==> src/verilog/ccpu_defs.vh <==
// Constants for the capture/compare/PWM channel.
// Assumes inclusion by bare name from each design file.
//
// Contract
// Qualified pin event copies full 16-bit capture timer into result high and low.
// Event selectable: falling, rising, every 4th rising, every 16th rising edge.
// Each capture sets the irq flag; only software clears it.
// A newer capture overwrites an unread result without any warning.
// Capture reliable only when capture timer is synchronous to system clock.
// Mode changes may raise a spurious capture flag; software clears it.
// Prescaler counter cleared when off, outside capture mode, and on reset.
// Switching prescaler ratio keeps prescaler count; may cause false capture.
// Edge detector watches pin level even while pin is driven as output.
// Second channel pin may be relocated by the alternate pin select.
// Compare needs the system clock; nothing runs while it is stopped.
// PWM mode drives a waveform of up to 10-bit duty resolution.
// Period from period register and timer control; duty from duty and control.
// PWM reaches the pin only while its direction bit selects output.
// Zero control register turns module off and returns pin to port logic.
// Output high for on part, low for off; 0% low, 100% high.
// 4-bit mode field: zero off, distinct capture, compare and PWM codes.
// Period timer match clears timer, drives high, loads next duty.
`ifndef CCPU_DEFS_VH
`define CCPU_DEFS_VH

// ****************************************
// Mode field encoding
// ****************************************
`define CCPU_MODE_OFF     4'h0
`define CCPU_MODE_CMP     4'h2
`define CCPU_MODE_FALL    4'h4
`define CCPU_MODE_RISE    4'h5
`define CCPU_MODE_RISE4   4'h6
`define CCPU_MODE_RISE16  4'h7
`define CCPU_MODE_PWM     4'hc

// ****************************************
// Widths, reset values, prescaler last counts and select codes
// ****************************************
`define CCPU_TMR_W        16
`define CCPU_PWM_W        10
`define CCPU_PSC_RESET    4'h0
`define CCPU_DIV4_LAST    4'h3
`define CCPU_DIV16_LAST   4'hf
`define CCPU_PS_1         2'h0
`define CCPU_PS_4         2'h1
`define CCPU_PS_16        2'h2

`endif

==> src/verilog/ccpu_edge_presc.v <==
// Pin edge detector and event prescaler for capture mode.
// Assumes a pin already synchronised to the system clock.
`timescale 1ns/10ps
`include "ccpu_defs.vh"

module ccpu_edge_presc
(
    input wire clk_i,          // System clock
    input wire rst_i,          // Synchronous reset
    input wire pin_i,          // Synchronised pin level
    input wire [3:0] mode_i,   // Channel mode field
    output reg event_o         // Qualified capture event pulse
);

reg pin_last;
reg [3:0] presc;
reg capture_mode;
reg rise;
reg fall;
reg [3:0] last_count;

always @*
begin
    capture_mode = (mode_i[3:2] == 2'b01);
    rise = pin_i & ~pin_last;
    fall = ~pin_i & pin_last;
    case (mode_i)
        `CCPU_MODE_RISE4: last_count = `CCPU_DIV4_LAST;
        `CCPU_MODE_RISE16: last_count = `CCPU_DIV16_LAST;
        default: last_count = `CCPU_PSC_RESET;
    endcase
end

always @(posedge clk_i)
begin
    if (rst_i)
    begin
        pin_last <= 1'b0;
        presc <= `CCPU_PSC_RESET;
        event_o <= 1'b0;
    end
    else
    begin
        pin_last <= pin_i;
        event_o <= 1'b0;
        if (!capture_mode)
        begin
            presc <= `CCPU_PSC_RESET;
        end
        else if (mode_i == `CCPU_MODE_FALL)
        begin
            event_o <= fall;
        end
        else if (rise)
        begin
            // Count kept across ratio changes
            if (presc >= last_count)
            begin
                presc <= `CCPU_PSC_RESET;
                event_o <= 1'b1;
            end
            else
            begin
                presc <= presc + 4'h1;
            end
        end
    end
end

endmodule // ccpu_edge_presc

==> src/verilog/ccpu_top.v <==
// Capture/compare/PWM channel with 16-bit capture and 10-bit PWM.
// Assumes the capture timer value is synchronous to SYS_CLK_I.
`timescale 1ns/10ps
`include "ccpu_defs.vh"

module ccpu_top
#(
    parameter TMR_W = `CCPU_TMR_W,
    parameter PWM_W = `CCPU_PWM_W
)
(
    input wire SYS_CLK_I,                   // System clock, 25 MHz
    input wire RESET_I,                     // Synchronous reset, high
    input wire [7:0] CHANNEL_CONTROL_I,     // Control: duty LSBs [5:4], mode [3:0]
    input wire CHANNEL_CONTROL_WR_I,        // Control write strobe
    input wire [7:0] PWM_DUTY_REGISTER_I,   // Duty MSBs
    input wire [7:0] PWM_PERIOD_REGISTER_I, // Period match value
    input wire [2:0] PERIOD_TIMER_CONTROL_I,// [2] timer on, [1:0] prescale
    input wire [TMR_W-1:0] CAPTURE_TIMER_I, // Capture timer count
    input wire IRQ_FLAG_CLEAR_I,            // Clear channel irq flag
    input wire PIN_DIRECTION_BIT_I,         // 1 input, 0 output
    input wire PORT_DATA_I,                 // Port latch value
    input wire ALTERNATE_PIN_SELECT_I,      // Use alternative pin
    input wire MODULE_PIN_I,                // Primary pin level
    input wire MODULE_PIN_ALT_I,            // Alternative pin level
    output reg [7:0] CAPTURE_RESULT_HIGH_O, // Captured timer high byte
    output reg [7:0] CAPTURE_RESULT_LOW_O,  // Captured timer low byte
    output reg CHANNEL_IRQ_FLAG_O,          // Channel irq request flag
    output reg [3:0] CHANNEL_MODE_FIELD_O,  // Current mode
    output reg MODULE_PIN_O,                // Primary pin drive
    output reg MODULE_PIN_OE_O,             // Primary pin enable
    output reg MODULE_PIN_ALT_O,            // Alternative pin drive
    output reg MODULE_PIN_ALT_OE_O          // Alternative pin enable
);

// ****************************************
// Helpers
// ****************************************
function is_pwm;
    input [3:0] m;
    begin
        is_pwm = (m[3:2] == 2'b11);
    end
endfunction

// ****************************************
// Control register
// ****************************************
reg [7:0] ctrl;
reg [3:0] mode;

always @(posedge SYS_CLK_I)
begin
    if (RESET_I)
        ctrl <= 8'h00;
    else if (CHANNEL_CONTROL_WR_I)
        ctrl <= CHANNEL_CONTROL_I;
end

always @*
begin
    mode = ctrl[3:0];
end

// ****************************************
// Pin select and synchroniser
// ****************************************
reg pin_meta;
reg pin_sync;
reg raw_pin;

// Pin level is read back even while driven
always @*
begin
    raw_pin = ALTERNATE_PIN_SELECT_I ? MODULE_PIN_ALT_I : MODULE_PIN_I;
end

always @(posedge SYS_CLK_I)
begin
    if (RESET_I)
    begin
        pin_meta <= 1'b0;
        pin_sync <= 1'b0;
    end
    else
    begin
        pin_meta <= raw_pin;
        pin_sync <= pin_meta;
    end
end

// ****************************************
// Capture
// ****************************************
wire cap_event;

ccpu_edge_presc u_edge
(
    .clk_i(SYS_CLK_I),
    .rst_i(RESET_I),
    .pin_i(pin_sync),
    .mode_i(mode),
    .event_o(cap_event)
);

always @(posedge SYS_CLK_I)
begin
    if (RESET_I)
    begin
        CAPTURE_RESULT_HIGH_O <= 8'h00;
        CAPTURE_RESULT_LOW_O <= 8'h00;
        CHANNEL_IRQ_FLAG_O <= 1'b0;
        CHANNEL_MODE_FIELD_O <= `CCPU_MODE_OFF;
    end
    else
    begin
        CHANNEL_MODE_FIELD_O <= mode;
        if (cap_event)
        begin
            // Timer sampled directly; must be synchronous
            CAPTURE_RESULT_HIGH_O <= CAPTURE_TIMER_I[TMR_W-1:TMR_W-8];
            CAPTURE_RESULT_LOW_O <= CAPTURE_TIMER_I[7:0];
        end
        // Set wins over clear
        if (cap_event)
            CHANNEL_IRQ_FLAG_O <= 1'b1;
        else if (IRQ_FLAG_CLEAR_I)
            CHANNEL_IRQ_FLAG_O <= 1'b0;
    end
end

// ****************************************
// Period timer and PWM
// ****************************************
reg [3:0] pre_cnt;
reg [3:0] pre_last;
reg [7:0] period_tmr;
reg [1:0] quarter;
reg [PWM_W-1:0] duty_latched;
reg pwm_level;
reg pre_tick;
reg [PWM_W-1:0] pwm_pos;
reg pwm_on;

always @*
begin
    case (PERIOD_TIMER_CONTROL_I[1:0])
        `CCPU_PS_1: pre_last = 4'h0;
        `CCPU_PS_4: pre_last = `CCPU_DIV4_LAST;
        default: pre_last = `CCPU_DIV16_LAST;
    endcase
    pre_tick = PERIOD_TIMER_CONTROL_I[2] && (pre_cnt >= pre_last);
    pwm_pos = {period_tmr, quarter};
    pwm_on = is_pwm(mode);
end

// 10-bit count = period timer bits plus two clock quarter bits
always @(posedge SYS_CLK_I)
begin
    if (RESET_I || !pwm_on)
    begin
        pre_cnt <= 4'h0;
        period_tmr <= 8'h00;
        quarter <= 2'h0;
        duty_latched <= {PWM_W{1'b0}};
        pwm_level <= 1'b0;
    end
    else
    begin
        quarter <= quarter + 2'h1;
        if (quarter == 2'h3)
        begin
            pre_cnt <= pre_tick ? 4'h0 : (PERIOD_TIMER_CONTROL_I[2] ? pre_cnt + 4'h1 : pre_cnt);
            if (pre_tick)
            begin
                if (period_tmr == PWM_PERIOD_REGISTER_I)
                begin
                    period_tmr <= 8'h00;
                    duty_latched <= {PWM_DUTY_REGISTER_I, ctrl[5:4]};
                end
                else
                begin
                    period_tmr <= period_tmr + 8'h01;
                end
            end
        end
        // High while position below duty; zero duty stays low
        pwm_level <= (pwm_pos < duty_latched);
    end
end

// ****************************************
// Pin drive
// ****************************************
reg drive_val;
reg drive_en;

always @*
begin
    if (mode == `CCPU_MODE_OFF)
    begin
        drive_val = PORT_DATA_I;
        drive_en = ~PIN_DIRECTION_BIT_I;
    end
    else if (pwm_on)
    begin
        drive_val = pwm_level;
        drive_en = ~PIN_DIRECTION_BIT_I;
    end
    else
    begin
        // Capture/compare: port logic still drives if output
        drive_val = PORT_DATA_I;
        drive_en = ~PIN_DIRECTION_BIT_I;
    end
end

always @(posedge SYS_CLK_I)
begin
    if (RESET_I)
    begin
        MODULE_PIN_O <= 1'b0;
        MODULE_PIN_OE_O <= 1'b0;
        MODULE_PIN_ALT_O <= 1'b0;
        MODULE_PIN_ALT_OE_O <= 1'b0;
    end
    else
    begin
        MODULE_PIN_O <= drive_val;
        MODULE_PIN_ALT_O <= drive_val;
        MODULE_PIN_OE_O <= drive_en & ~ALTERNATE_PIN_SELECT_I;
        MODULE_PIN_ALT_OE_O <= drive_en & ALTERNATE_PIN_SELECT_I;
    end
end

// Whole block runs on SYS_CLK_I; stopped clock halts it


endmodule // ccpu_top
==> config.mk <==
export PLATFORM = sky130hd
export DESIGN_NAME = ccpu_top
export DESIGN_NICKNAME = d
export VERILOG_FILES = /design/src/verilog/ccpu_edge_presc.v /design/src/verilog/ccpu_top.v
export VERILOG_INCLUDE_DIRS = /design/src /design/src/verilog
export SDC_FILE = /design/constraint.sdc
export NUM_CORES = 1
export LEC_CHECK = 0
export ABC_AREA = 1
export BUFFER_PORTS_ARGS = -buffer_cell sky130_fd_sc_hd__buf_2
export CORE_ASPECT_RATIO = 1.2
export CORE_UTILIZATION = 53
export DETAILED_ROUTE_END_ITERATION = 7
export PLACE_DENSITY = 0.77
export SLEW_MARGIN = 20
export SYNTH_ARGS = -nofsm -noshare
export SYNTH_HDL_FRONTEND = slang
export SYNTH_SLANG_ARGS = --single-unit
export TNS_END_PERCENT = 100
==> constraint.sdc <==
create_clock -name SYS_CLK_I -period 2.1 [get_ports SYS_CLK_I]
set_input_delay 0.105 -clock SYS_CLK_I [delete_from_list [all_inputs] [get_ports SYS_CLK_I]]
set_output_delay 0.105 -clock SYS_CLK_I [all_outputs]
set_load 0.1 [all_outputs]
==> results.md <==
- Io pins: between 70 and 80
- Seq/Total Area, Yosys: 40.7%
- Final worst path period share: between 80% and 90%
- Routed vias: 2983
- Crit-path max cell delay: 0.40 ns
- Setup tns final: 0 ns
- Vias in the first global route: 2873
- Crit path max fanout: 14
- Root buffer cell: clkbuf_8
- Fraction of layout cells with a size suffix above 1: 19.7%
- Final-report setup violation count: 0
- Final Hold Viols: 0
- Worst setup margin: 0.260 ns
- Area post-placement: between 0.003 and 0.004 mm²
- Power per cell area: between 600 and 700 mW/mm²
- WL/cell: approximately 11 µm
- CTS max path bufs: 2
- Fin Clk Skew: 0.00789 ns
- Area Growth Syn to Fin: 25.3%
- Clk_lat worst skew: 0.34 ns
- Diode count: 0
- Synth Register Bits: 63
- CP Depth: 9
- Fillers: just under 500
- Placed Cells: 572
- Initial antenna violation count: 0
- RSZ-0062 raised after global routing: no
- Syn Nets: 516
- Worst setup EP type: flip-flop
- Warnings from Yosys: 0
- Number of synthesized flops with an enable pin: 0
- CP Buf/Inv Count: 2
- CTS tree: built
- FFs w/ async S/R, synth: 0%
- Max Cap Viol: 0
- Fmax: around 540 MHz
- Synthesized area: slightly above 0.003 mm²
- Distinct cells, synth: 32
- Total track usage: between 20% and 30%
- Synth Flop Type: dfxtp_1
- Final HPWL DP: ~4700 µm
- Slowest-stage cell, CP: dfxtp_1
- Synth Instances: around 440
- Final #Nets: 610
- Mean Syn Cell Area: 7.00 µm²
- CP Class: flip-flop to flip-flop
- Reg area: around 0.0013 mm²
- Fin area: 0.00389 mm²
- Largest net degree at the start of global routing: 23
- Hold depth: 3
- Port bufs: 74
- Number of vias per cell: 4.92
- Leading cell type in the layout, fill and taps excluded: nor2_1
- Global route total overflow: 0
- VDD IR-drop max: 0.000651 V
- Crit start category: flip-flop
- Crit-path cells: inv_1, ha_1, nand3_2, nand3_2, nand2_4, inv_4, nand2_1, nand2_2, a21oi_1
- Min-Delay Startpoint: CAPTURE_TIMER_I[13]
- Multi-input gate area in the final layout: about 0.0015 mm²
- R2R Path Start: pre_cnt[0]
- Critical Path Most Common Cell: nand3_2
- First-pass GRT wire length: ~11000 µm
- Max-slew violation count: 0
- Final Non-Filler Cells: 606
- Worst Hold Class: input port to flip-flop
- Crit path launch: pre_cnt[0]
- TritonRoute pass-1 iters: 4
- R2R cell count: 9
- Initial core utilization: a little under three fifths
- Relative slew slack: between 60% and 70%
- DRC: 0
- Clk sinks: 63
- Die W: a little over 70 µm
- Core Box Area: between 0.005 and 0.006 mm²
- Die H: approximately 86 µm
- Routed wire length: approximately 6600 µm
- Worst path required time: 2.38 ns
- CP top delay family: simple AND/OR/NAND/NOR gates
- Die area: between 0.006 and 0.007 mm²
- Post-detailed-route count of antenna-violating nets: 0
- DRT iter0 DRCs: 111
- Final min period: 1.84 ns
- Row cnt: 30
- TritonCTS Buffers: 9
- Crit path DAT: 2.12 ns
- Leakage power: 0.00192 µW
- Most frequent cells in the layout: nor2_1 (90), nand2_1 (84), buf_2 (74)
- Worst slew pin tran: a little over 0.5 ns
- Clock transition at path regs: ~0.070 ns
- Status: complete, no violations
- H-tree levels: 3
- Pre-CTS setup slack: 0.277 ns
- Gpl congestion: 0.810
## worst paths after layout
check / endpoint / slack [ns]
setup / recovery: period_tmr[0] / 0.26
setup reg to reg: period_tmr[0] / 0.26
hold / removal: CAPTURE_RESULT_HIGH_O[5] / 0.008
hold reg to reg: pin_sync / 0.41
## sequential cells by signal, summed over array words and instances (netlist names), 2 cells and up
signal / flops
u_edge.presc: 4
duty_latched: 10
quarter: 2
CHANNEL_MODE_FIELD_O: 4
CAPTURE_RESULT_HIGH_O: 8
CAPTURE_RESULT_LOW_O: 8
pre_cnt: 4
period_tmr: 8
ctrl: 6
## repair_timing
action | CTS | global route
hold endpoints to repair | 18 | 0
setup buffers | 0 | 0
setup endpoints to repair | 0 | 0
gates resized for setup | 0 | 0
hold buffers | 18 | 0
## routing by layer
layer  up-vias  GRT usage (%)  part of all wire, %
met5         -              0                    0
met4         0           11.4                  2.7
met3        18           7.29                  5.0
met2        71           43.8                   52
met1      1320           22.8                   40
li1       1574              -                    -
## power breakdown
group / internal (µW) / switching (µW)
registers: 1220 / 9.78
logic: 90.6 / 166
clock network: 666 / 449
## per-stage QoR
step	power [µW]	hold WS, ns	util (%)
global placement	1480	0.284	62.2
finish	2600	0.00836	69.0
floorplan	1410	0.182	-
global route	2700	0.0111	69.0
CTS	2610	0.00255	69.0
detailed placement	1480	0.284	62.2
## cell usage after synthesis, types with 2 or more instances
master	n	area [µm²]
nand2_1	84	315
inv_2	5	18.8
nor2_1	90	338
inv_1	65	244
clkbuf_1	6	22.5
nand4_1	3	18.8
a21oi_1	18	90.1
nor3_1	5	25.0
nand2_2	2	12.5
o21ai_1	5	25.0
nor2_2	3	18.8
nand3_1	26	130
nand3_2	2	20.0
a21boi_0	2	15.0
buf_6	2	22.5
ha_1	21	263
xor2_1	3	26.3
dfxtp_1	63	1260
o21ai_0	24	120
buf_4	2	15.0
## cell type report
cell class              instances  share of cell area, %
clock buffers                  12                   3.48
clock inverters                 4                   1.80
inverters                      72                   7.02
multi-input cells             297                   38.7
flip-flops and latches         63                   32.4
well taps                      64                   2.06
repair buffers                 94                   14.5
## kinds of logic after synthesis
group	after synthesis	share of synthesized area [%]
and+or+nand+nor	219	29.8
buffers and inverters	83	10.9
DFF	63	40.7
AOI/OAI and AO/OA	54	9.36
adders and majority gates	21	8.47
xor gates and xnor gates	3	0.847
## worst reg2reg max path, cell delays in order (launching register included)
cell,delay [ns]
dfxtp_1,0.40
inv_1,0.09
ha_1,0.31
nand3_2,0.08
nand3_2,0.16
nand2_4,0.23
inv_4,0.12
nand2_1,0.15
nand2_2,0.12
a21oi_1,0.13
Note: power is estimated with default switching activity, not from simulation.
